## config.mk

```make
export PLATFORM = sky130hd
export DESIGN_NAME = qdlc_top
export DESIGN_NICKNAME = d
export VERILOG_FILES = /design/src/shared/qdlc_pkg.sv /design/src/rtl/qdlc_sync2.sv /design/src/rtl/qdlc_pd_timer.sv /design/src/rtl/qdlc_top.sv
export SDC_FILE = /design/constraint.sdc
export NUM_CORES = 1
export LEC_CHECK = 0
export BUFFER_PORTS_ARGS = -buffer_cell sky130_fd_sc_hd__buf_4
export CAP_MARGIN = 40
export CORE_MARGIN = 4
export CORE_UTILIZATION = 33
export DETAILED_ROUTE_END_ITERATION = 12
export PLACE_DENSITY = 0.62
export SYNTH_ARGS = -nofsm -noshare
export SYNTH_HDL_FRONTEND = slang
export SYNTH_HIERARCHICAL = 1
export SYNTH_SLANG_ARGS = --single-unit
```

## constraint.sdc

```tcl
create_clock -name clk_i -period 4 [get_ports clk_i]
set_input_delay 0.8 -clock clk_i [delete_from_list [all_inputs] [get_ports clk_i]]
set_output_delay 0.8 -clock clk_i [all_outputs]
set_load 0.1 [all_outputs]
```

## src/shared/qdlc_pkg.sv

```systemverilog
// constants, types and helpers shared by the quad converter load control
package qdlc_pkg;
    localparam int CHANNELS    = 4;
    localparam int DATA_W      = 16;
    localparam int CAL_W       = 8;
    localparam int WORD_BITS   = 24;
    localparam int CNT_W       = 5;
    localparam int ADDR_LSB    = 16;
    localparam int ADDR_W      = 4;
    // control word field positions
    localparam int CTRL_GAIN_LSB = 0;
    localparam int CTRL_PD_LSB   = 4;
    localparam int CTRL_GPIO_LSB = 8;
    // address map of the command word
    localparam logic [3:0] ADDR_CTRL      = 4'h0;
    localparam logic [3:0] ADDR_DATA_BASE = 4'h4;
    localparam logic [3:0] ADDR_ZERO_BASE = 4'h8;
    localparam logic [3:0] ADDR_GAIN_BASE = 4'hC;
    // reset values and the bipolar sign-flip mask
    localparam logic [15:0] CODE_RST     = 16'h0000;
    localparam logic [15:0] BIPOLAR_FLIP = 16'h8000;
    localparam logic [7:0]  ZERO_CAL_RST = 8'h00;
    localparam logic [7:0]  GAIN_CAL_RST = 8'h80;
    localparam logic [3:0]  GAIN_SEL_RST = 4'hF;
    localparam logic [3:0]  PD_RST       = 4'h0;
    localparam logic [1:0]  GPIO_REL_RST = 2'h3;
    localparam logic [8:0]  PIN_SYNC_RST = 9'h1FB; // serial clock parks high between frames
    // timing
    localparam int CLK_PERIOD_NS   = 4;
    localparam int PD_RECOVERY_US  = 50;
    localparam int PD_RECOVERY_CYC = (PD_RECOVERY_US * 1000 + CLK_PERIOD_NS - 1) / CLK_PERIOD_NS;

    // per-channel view handed to the analog side
    typedef struct packed {
        logic [DATA_W-1:0] code;
        logic [CAL_W-1:0]  zero_cal;
        logic [CAL_W-1:0]  gain_cal;
        logic              gain_high;
        logic              powered;
    } qdlc_chan_t;

    // ladder code: unipolar passes straight binary, bipolar flips sign bit
    function automatic logic [DATA_W-1:0] to_ladder(input logic [DATA_W-1:0] code,
                                                    input logic unipolar);
        to_ladder = unipolar ? code : (code ^ BIPOLAR_FLIP);
    endfunction : to_ladder
endpackage : qdlc_pkg

```

## src/rtl/qdlc_sync2.sv

```systemverilog
// two-flop synchroniser for a vector of pin levels
`timescale 1ns/1ps
module qdlc_sync2 #(
    parameter int           W       = 1,
    parameter logic [W-1:0] RST_VAL = '0
) (
    input  wire logic         clk_i,
    input  wire logic         rst_n_i,
    input  wire logic [W-1:0] d_i,
    output logic      [W-1:0] q_o
);
    logic [W-1:0] meta_reg;
    logic [W-1:0] q_reg;

    // first stage is read only by the second
    always_ff @(posedge clk_i or negedge rst_n_i) begin
        if (!rst_n_i) begin
            meta_reg <= RST_VAL;
            q_reg    <= RST_VAL;
        end else begin
            meta_reg <= d_i;
            q_reg    <= meta_reg;
        end
    end

    assign q_o = q_reg;
endmodule : qdlc_sync2

```

## src/rtl/qdlc_pd_timer.sv

```systemverilog
// power-down recovery timer for one channel
`timescale 1ns/1ps
module qdlc_pd_timer #(
    parameter int CYCLES = 12500
) (
    input  wire logic clk_i,
    input  wire logic rst_n_i,
    input  wire logic pd_i,
    output logic      ready_o
);
    localparam int CW = $clog2(CYCLES + 1);
    localparam logic [CW-1:0] LAST = CW'(CYCLES - 1);

    logic [CW-1:0] cnt_reg;
    logic [CW-1:0] cnt_next;
    logic          ready_reg;
    logic          ready_next;

    // power-down drops ready at once; release waits the full recovery time
    always_comb begin
        cnt_next   = cnt_reg;
        ready_next = ready_reg;
        if (pd_i) begin
            cnt_next   = '0;
            ready_next = 1'b0;
        end else if (!ready_reg) begin
            if (cnt_reg == LAST) begin
                ready_next = 1'b1;
            end else begin
                cnt_next = cnt_reg + 1'b1;
            end
        end
    end

    always_ff @(posedge clk_i or negedge rst_n_i) begin
        if (!rst_n_i) begin
            cnt_reg   <= '0;
            ready_reg <= 1'b1;
        end else begin
            cnt_reg   <= cnt_next;
            ready_reg <= ready_next;
        end
    end

    assign ready_o = ready_reg;
endmodule : qdlc_pd_timer

```

## src/rtl/qdlc_top.sv

```systemverilog
// quad converter load control: serial word intake, input registers, output latches
`timescale 1ns/1ps
module qdlc_top #(
    parameter int PD_RECOVERY_CYCLES = qdlc_pkg::PD_RECOVERY_CYC
) (
    input  wire logic                   clk_i,
    input  wire logic                   rst_n_i,
    input  wire logic                   cs_n_i,
    input  wire logic                   sclk_i,
    input  wire logic                   sdi_i,
    output logic                        sdo_o,
    output logic                        sdo_oe_o,
    input  wire logic                   latch_load_n_i,
    input  wire logic                   dev_reset_n_i,
    input  wire logic                   polarity_select_group_a_i,
    input  wire logic                   polarity_select_group_b_i,
    input  wire logic [1:0]             gpio_i,
    output logic      [1:0]             gpio_o,
    output logic      [1:0]             gpio_oe_o,
    output logic      [1:0]             gpio_level_o,
    output qdlc_pkg::qdlc_chan_t [3:0]  chan_o
);
    localparam int N = qdlc_pkg::CHANNELS;
    localparam int W = qdlc_pkg::DATA_W;
    localparam int C = qdlc_pkg::CAL_W;
    localparam logic [qdlc_pkg::CNT_W-1:0] FULL = qdlc_pkg::CNT_W'(qdlc_pkg::WORD_BITS);

    // synchronised pin levels
    logic [8:0] pins_s;
    logic       cs_n_s;
    logic       sclk_s;
    logic       sdi_s;
    logic       latch_load_n_n_s;
    logic       dev_rst_n_s;
    logic       pol_a_s;
    logic       pol_b_s;
    logic [1:0] gpio_s;

    // every pin, serial clock included, passes two flops before use
    qdlc_sync2 #(
        .W       (9),
        .RST_VAL (qdlc_pkg::PIN_SYNC_RST)
    ) u_pin_sync (
        .clk_i   (clk_i),
        .rst_n_i (rst_n_i),
        .d_i     ({gpio_i, polarity_select_group_b_i, polarity_select_group_a_i,
                   dev_reset_n_i, latch_load_n_i, sdi_i, sclk_i, cs_n_i}),
        .q_o     (pins_s)
    );

    assign {gpio_s, pol_b_s, pol_a_s, dev_rst_n_s, latch_load_n_n_s, sdi_s, sclk_s, cs_n_s} = pins_s;

    // serial framing state
    logic [qdlc_pkg::WORD_BITS-1:0] shift_reg;
    logic [qdlc_pkg::WORD_BITS-1:0] shift_next;
    logic [qdlc_pkg::CNT_W-1:0]     cnt_reg;
    logic [qdlc_pkg::CNT_W-1:0]     cnt_next;
    logic                           sclk_prev_reg;
    logic                           cs_prev_reg;
    logic                           sdo_reg;
    logic                           sdo_next;
    logic                           sdo_oe_reg;
    logic                           sclk_fall;
    logic                           sclk_rise;
    logic                           cs_fall;
    logic                           commit;
    logic [qdlc_pkg::ADDR_W-1:0]    waddr;
    logic [W-1:0]                   wdata;

    assign sclk_fall = sclk_prev_reg & ~sclk_s;
    assign sclk_rise = ~sclk_prev_reg & sclk_s;
    assign cs_fall   = cs_prev_reg & ~cs_n_s;
    // a word counts only if exactly the full length arrived
    assign commit    = ~cs_prev_reg & cs_n_s & (cnt_reg == FULL);
    assign waddr     = shift_reg[qdlc_pkg::ADDR_LSB +: qdlc_pkg::ADDR_W];
    assign wdata     = shift_reg[W-1:0];

    // shift on falling edges; the host opens each frame with one
    always_comb begin
        shift_next = shift_reg;
        cnt_next   = cnt_reg;
        sdo_next   = sdo_reg;
        if (cs_fall) begin
            cnt_next = '0;
            sdo_next = shift_reg[qdlc_pkg::WORD_BITS-1];
        end else if (!cs_n_s) begin
            if (sclk_fall) begin
                shift_next = {shift_reg[qdlc_pkg::WORD_BITS-2:0], sdi_s};
                if (cnt_reg != '1) begin
                    cnt_next = cnt_reg + 1'b1;
                end
            end
            if (sclk_rise) begin
                sdo_next = shift_reg[qdlc_pkg::WORD_BITS-1];
            end
        end
    end

    always_ff @(posedge clk_i or negedge rst_n_i) begin
        if (!rst_n_i) begin
            shift_reg     <= '0;
            cnt_reg       <= '0;
            sclk_prev_reg <= 1'b1; // idle level, so no false edge after reset
            cs_prev_reg   <= 1'b1;
            sdo_reg       <= 1'b0;
            sdo_oe_reg    <= 1'b0;
        end else begin
            shift_reg     <= shift_next;
            cnt_reg       <= cnt_next;
            sclk_prev_reg <= sclk_s;
            cs_prev_reg   <= cs_n_s;
            sdo_reg       <= sdo_next;
            sdo_oe_reg    <= ~cs_n_s;
        end
    end

    // programmable state
    logic [W-1:0] in_data_reg  [N];
    logic [W-1:0] in_data_next [N];
    logic [C-1:0] zero_reg     [N];
    logic [C-1:0] zero_next    [N];
    logic [C-1:0] gcal_reg     [N];
    logic [C-1:0] gcal_next    [N];
    logic [3:0]   gain_sel_reg;
    logic [3:0]   gain_sel_next;
    logic [3:0]   pd_reg;
    logic [3:0]   pd_next;
    logic [1:0]   gpio_rel_reg;
    logic [1:0]   gpio_rel_next;

    // reset pin wins over any word finishing in the same cycle
    always_comb begin
        gain_sel_next = gain_sel_reg;
        pd_next       = pd_reg;
        gpio_rel_next = gpio_rel_reg;
        for (int i = 0; i < N; i++) begin
            in_data_next[i] = in_data_reg[i];
            zero_next[i]    = zero_reg[i];
            gcal_next[i]    = gcal_reg[i];
        end
        if (!dev_rst_n_s) begin
            gain_sel_next = qdlc_pkg::GAIN_SEL_RST;
            pd_next       = qdlc_pkg::PD_RST;
            gpio_rel_next = qdlc_pkg::GPIO_REL_RST;
            for (int i = 0; i < N; i++) begin
                in_data_next[i] = qdlc_pkg::CODE_RST;
                zero_next[i]    = qdlc_pkg::ZERO_CAL_RST;
                gcal_next[i]    = qdlc_pkg::GAIN_CAL_RST;
            end
        end else if (commit) begin
            if (waddr == qdlc_pkg::ADDR_CTRL) begin
                gain_sel_next = wdata[qdlc_pkg::CTRL_GAIN_LSB +: 4];
                pd_next       = wdata[qdlc_pkg::CTRL_PD_LSB +: 4];
                gpio_rel_next = wdata[qdlc_pkg::CTRL_GPIO_LSB +: 2];
            end
            for (int i = 0; i < N; i++) begin
                if (waddr == qdlc_pkg::ADDR_DATA_BASE + 4'(i)) begin
                    in_data_next[i] = wdata;
                end
                if (waddr == qdlc_pkg::ADDR_ZERO_BASE + 4'(i)) begin
                    zero_next[i] = wdata[C-1:0];
                end
                if (waddr == qdlc_pkg::ADDR_GAIN_BASE + 4'(i)) begin
                    gcal_next[i] = wdata[C-1:0];
                end
            end
        end
    end

    always_ff @(posedge clk_i or negedge rst_n_i) begin
        if (!rst_n_i) begin
            gain_sel_reg <= qdlc_pkg::GAIN_SEL_RST;
            pd_reg       <= qdlc_pkg::PD_RST;
            gpio_rel_reg <= qdlc_pkg::GPIO_REL_RST;
            for (int i = 0; i < N; i++) begin
                in_data_reg[i] <= qdlc_pkg::CODE_RST;
                zero_reg[i]    <= qdlc_pkg::ZERO_CAL_RST;
                gcal_reg[i]    <= qdlc_pkg::GAIN_CAL_RST;
            end
        end else begin
            gain_sel_reg <= gain_sel_next;
            pd_reg       <= pd_next;
            gpio_rel_reg <= gpio_rel_next;
            for (int i = 0; i < N; i++) begin
                in_data_reg[i] <= in_data_next[i];
                zero_reg[i]    <= zero_next[i];
                gcal_reg[i]    <= gcal_next[i];
            end
        end
    end

    // output latches hold ladder codes so the format is fixed at load time
    logic [W-1:0] latch_reg  [N];
    logic [W-1:0] latch_next [N];
    logic [N-1:0] unipolar;

    assign unipolar = {pol_b_s, pol_b_s, pol_a_s, pol_a_s};

    // transparent while load is low; a word written then flows straight on
    always_comb begin
        for (int i = 0; i < N; i++) begin
            latch_next[i] = latch_reg[i];
            if (!dev_rst_n_s) begin
                latch_next[i] = qdlc_pkg::to_ladder(qdlc_pkg::CODE_RST, unipolar[i]);
            end else if (!latch_load_n_n_s) begin
                latch_next[i] = qdlc_pkg::to_ladder(in_data_reg[i], unipolar[i]);
            end
        end
    end

    always_ff @(posedge clk_i or negedge rst_n_i) begin
        if (!rst_n_i) begin
            for (int i = 0; i < N; i++) begin
                latch_reg[i] <= qdlc_pkg::CODE_RST;
            end
        end else begin
            for (int i = 0; i < N; i++) begin
                latch_reg[i] <= latch_next[i];
            end
        end
    end

    // open-drain pins: data is always low, enable pulls the line down
    logic [1:0] gpio_oe_reg;
    logic [1:0] gpio_out_reg;
    logic [1:0] gpio_level_reg;

    always_ff @(posedge clk_i or negedge rst_n_i) begin
        if (!rst_n_i) begin
            gpio_oe_reg    <= 2'h0;
            gpio_out_reg   <= 2'h0;
            gpio_level_reg <= 2'h3;
        end else begin
            gpio_oe_reg    <= ~gpio_rel_reg;
            gpio_out_reg   <= 2'h0;
            gpio_level_reg <= gpio_s;
        end
    end

    // per-channel recovery timers
    logic [N-1:0] powered;

    for (genvar g = 0; g < N; g++) begin : g_pd
        qdlc_pd_timer #(
            .CYCLES (PD_RECOVERY_CYCLES)
        ) u_pd (
            .clk_i   (clk_i),
            .rst_n_i (rst_n_i),
            .pd_i    (pd_reg[g]),
            .ready_o (powered[g])
        );
        assign chan_o[g] = '{code:      latch_reg[g],
                             zero_cal:  zero_reg[g],
                             gain_cal:  gcal_reg[g],
                             gain_high: gain_sel_reg[g],
                             powered:   powered[g]};
    end

    assign sdo_o        = sdo_reg;
    assign sdo_oe_o     = sdo_oe_reg;
    assign gpio_o       = gpio_out_reg;
    assign gpio_oe_o    = gpio_oe_reg;
    assign gpio_level_o = gpio_level_reg;
endmodule : qdlc_top

```

### Yosys cells after proc, flatten, opt, wreduce, memory -nomap -nowiden

Index checks and enable logic that the tools add are counted.

* register bits: 317
* input port bits: 11
* logic and storage cells: 195

* add/sub/neg operators: 5
* equality and inequality tests: 42
* muxes and demuxes: 72
* bitwise operators: 15
* reduce and logical (&&, ||, !) cells: 24

Operator list (count)
* 16-bit two-way mux: 18
* 14-bit two-way mux: 12
* 32-bit two-way mux: 4
* 64-bit two-way mux: 2
* 8-bit two-way mux: 8
* 14-bit by 1-bit adder with 14-bit output (second input constant): 4
* 14-bit equality test (second input constant): 4
* 2-bit != test (second input constant): 24
* 2-bit AND reduction: 18
* 4-bit equality test (second input constant): 8
* 4-bit two-way mux: 6
* 5-bit two-way mux: 4
* 4-bit by 3-bit equality test with 1-bit output (second input constant): 4
* 1-bit two-way mux: 15
* 1-bit inverter: 9
* 2-bit two-way mux: 3
* 3-bit AND reduction: 2
* 2-bit nonzero test: 3
* 5-bit by 1-bit adder with 5-bit output (second input constant): 1
* 1-bit bitwise AND: 5
* 5-bit equality test (second input constant): 1
* 5-bit != test (second input constant): 1
* 4-bit zero test: 1
* 2-bit inverter: 1

### Longest topological paths before layout

* depth in word-level cells: 5
* mapped depth: 6
* gate-level depth less buffers: 6

### Modules after synthesis

Netlist, hierarchy kept.

Modules (own cells, without submodules)
* qdlc_top: instances 1, cells each 812, area each 10173.5 µm², seq. area each 5998.3 µm²
* qdlc_pd_timer: instances 4, cells each 78, area each 805.8 µm², seq. area each 376.6 µm²
* qdlc_sync2: instances 1, cells each 18, area each 470.5 µm², seq. area each 470.5 µm²

### Least setup slack after synthesis

Ideal clock, no wire load.

* path type: register to register
* start: register, netlist name cnt_reg[0]
* end: register, netlist name cnt_reg[3]
* arrival time: 1.940 ns
* required time: 3.875 ns
* slack: 1.936 ns
* stages on the path, launching flop included: 7
* period minus slack after synthesis: 2.064 ns
* cells stage by stage: dfrtp_1 ha_1 and3_1 ha_1 nor4b_2 nand4_1 mux2_2

### Worst setup path after layout

* start: register u_pin_sync.q_reg[0], in the netlist u_pin_sync/q_o[0]
* end: register gcal_reg (netlist bit chan_o[105])

* longest elaborated chain between the ends: 4

RTL lines
* start: declaration: line qdlc_sync2.sv:13 `logic [W-1:0] q_reg;`
* start signal: assignment: line qdlc_sync2.sv:22 `q_reg <= meta_reg;`
* 1-bit bitwise AND (2 in a row): line qdlc_top.sv:74 `assign commit = ~cs_prev_reg & cs_n_s & (cnt_reg == FULL);`
* 2-bit != test (no line)
* 2-bit AND reduction (no line)
* end signal: indexed assignment: line qdlc_top.sv:178 `gcal_reg[i] <= qdlc_pkg::GAIN_CAL_RST;`
* end signal: indexed assignment: line qdlc_top.sv:187 `gcal_reg[i] <= gcal_next[i];`
* end: declaration: line qdlc_top.sv:122 `logic [C-1:0] gcal_reg [N];`

No other way between the ends.
A chain may end at the register's enable or synchronous reset.

==> reports/results.tsv <==
stage	metric	value	unit
layout	Fill cells	3860	
route	first-pass detailed-route iteration total	5	
place	Post-Place Worst Slack	1560	ps
yosys	area fraction of the dominant cell type after synthesis	51.1	%
cts	Clock transition at path regs	60	ps
worst_setup_path	critical path type	register to register	
yosys	synth warn	6	
floorplanning	die width	213	um
yosys	top-count cell post-synth	dfrtp_1	
route	post-route ant nets	0	
status	outcome	finished, final reports clean	
floorplanning	initial core utilization	33.7	%
yosys	EDFF count, synth	0	
sta	fin worst setup slack	1560	ps
route	routed vias	8968	
route	wire per inst	18.1	um
sta	final setup TNS	0	ps
cts	post-CTS setup buffers	0	
grt	global-route wire length before repair	53500	um
cts	CTS tree	built	
yosys	cells after synthesis	1142	
cts	CTS H-tree lvls	2	
yosys	Top FF cell, synth	dfrtp_1	
cts	worst skew pair latency	550	ps
cts	TritonCTS Sinks	317	
layout	layout cell share with drive strength beyond 1	25.2	%
worst_setup_path	crit path cell chain	nand4bb_1, buf_4, nor3_2, mux2i_1	
floorplanning	Cell Rows	74	
sta	Final Hold Viols	0	
grt	vias in the first global route	9175	
worst_setup_path	crit path max fanout	11	
cts	Hold Buf Count CTS	0	
sta	max_slew headroom	32.6	%
sta	final worst-path cycle share	60.9	%
worst_setup_path	CP Launch Type	register	
sta	RSZ-0062 raised after global routing	false	
sta	worst clock skew	15.6	ps
yosys	post-synth cell types	50	
floorplanning	Core ar.	41200	um2
sta	fin crit period	2440	ps
cts	cts bufs inserted	37	
yosys	ys async rst share	100	%
yosys	synth top area cells	dfrtp_1 (51%), mux2i_1 (14%), dfstp_2 (6.4%)	
cts	clock root buffer	clkbuf_16	
layout	antenna cells	0	
place	GPL Wtd Cong	0.804	
route	Vias/cell	4.86	
yosys	Avg Inst Size Synth	12.1	um2
power	Pwr Density	430	nW/um2
cts	cells resized by post-CTS repair	0	
yosys	Seq/Total Area, Yosys	57.5	%
power	Peak VDD IR	0.310	mV
worst_setup_path	CP required	4450	ps
worst_setup_path	slowest CP cell	nor3_2	
worst_setup_path	Critical Path AT	2880	ps
floorplanning	die area	45400	um2
power	Pleak	7.73	nW
grt	gr usage total	14.9	%
job	maxcap violations	0	
cts	CTS max path bufs	3	
worst_hold_path	Hold Path Class	primary input to async pin	
yosys	synthesized area	13900	um2
grt	initial antenna violation count	0	
sta	fin. max-slew vios	0	
grt	Overflow after GRT	0	
floorplanning	# IOs	155	
place	Placed Instances	1776	
floorplanning	die height	213	um
layout	Area Growth Syn to Fin	22.1	%
route	final wirelength	33400	um
yosys	commonest cells in the netlist	dfrtp_1 (283), mux2i_1 (198), nand2_1 (158)	
sta	f_max	410	MHz
worst_setup_path	Crit path largest cell delay	700	ps
place	Port-buffer cells	152	
route	DRC viols	0	
layout	max reg flops	128	
place	DP Wirelength	21200	um
yosys	synthesis-stage register bit count	317	
route	DRT iter0 DRCs	573	
sta	actual slew at the worst max-slew pin	998	ps
grt	largest net degree at the start of global routing	147	
layout	post-route non-filler standard cell count	1844	
worst_setup_path	Worst setup EP type	register	
sta	count of final setup violators	0	
layout	fin nets	1301	
yosys	largest area contributor in the netlist	dfrtp_1	
==> power breakdown <==
part	switching [mW]	total, mW	internal (mW)
logic	0.240	0.340	0.0997
clock network	1.41	3.64	2.23
registers	0.0560	3.31	3.25
total	1.71	7.28	5.58
==> worst max-delay path, delay by kind of cell, from the launching register on <==
kind,cells,cell delay [ps]
buffers and inverters,1,380
DFF,1,610
muxes,1,260
and+or+nand+nor,2,1080
==> metal layers <==
layer | track usage (%) | up-vias | wire length [um]
li1 | - | 4212 | -
met1 | 20.8 | 4573 | 15600
met2 | 23.8 | 152 | 15800
met3 | 3.61 | 31 | 1470
met4 | 2.93 | 0 | 449
met5 | 0 | - | 0
==> kinds of logic (layout without fill, tap and decap cells) <==
kind of cell | after synthesis | in the layout | share of synthesized area (%)
fa+ha+maj | 7 | 7 | 0.632
simple gates | 426 | 426 | 17.9
other cells | 1 | 2 | 0.0270
mux | 236 | 236 | 17.5
xor+xnor | 29 | 29 | 1.83
compound gates | 45 | 45 | 2.03
buf+inv | 81 | 250 | 2.63
flops | 317 | 317 | 57.5
==> cell type report <==
type,instances,area (um2),share of cell area (%)
Inverter,14,52.6,0.310
Timing Repair Buffer,168,1350,8.00
Sequential cell,317,7980,47.2
Multi-Input combinational cell,745,5540,32.7
Clock inverter,15,216,1.28
Tap cell,532,666,3.93
Clock buffer,53,1120,6.60
==> per-stage QoR <==
stage	power (mW)	hold slack, ps	area [um2]	util [%]
after detailed placement	3.71	340	15600	37.9
final	7.28	272	16900	41.1
after floorplan	3.52	331	13900	-
after global routing	7.57	325	16900	41.1
after CTS	7.40	291	16900	41.1
after global placement	3.69	339	15500	37.7
==> cells in the final DEF (no fill, tap or decap), types with 11 or more instances in the layout <==
master     count
dfstp_2       32
mux2i_1      198
nand2b_1      14
nand2_1      158
o21ai_0       13
clkbuf_16     38
dfrtp_1      283
xor2_1        16
xnor2_1       13
mux2_2        26
a21oi_1       12
nand3_1       14
inv_1         14
nand4_1       20
nor3_1        12
clkbuf_8      11
nor2b_1       80
nor2_1        53
buf_4        160
==> path summary, 6_finish.rpt <==
check | start | end | slack, ps | depth (start not counted)
max | u_pin_sync/q_o[0] | chan_o[105] | 1560 | 4
min | rst_n_i | g_pd[1].u_pd/cnt_reg[9] | 270 | 1
max reg2reg | u_pin_sync/q_o[0] | chan_o[105] | 1560 | 4
min reg2reg | u_pin_sync/meta_reg[2] | u_pin_sync/q_o[2] | 350 | 0
max in group asynchronous | rst_n_i | gain_sel_reg[3] | 2770 | 2
min in group clk_i | u_pin_sync/meta_reg[2] | u_pin_sync/q_o[2] | 350 | 0
Note: power is estimated with default switching activity, not from simulation.
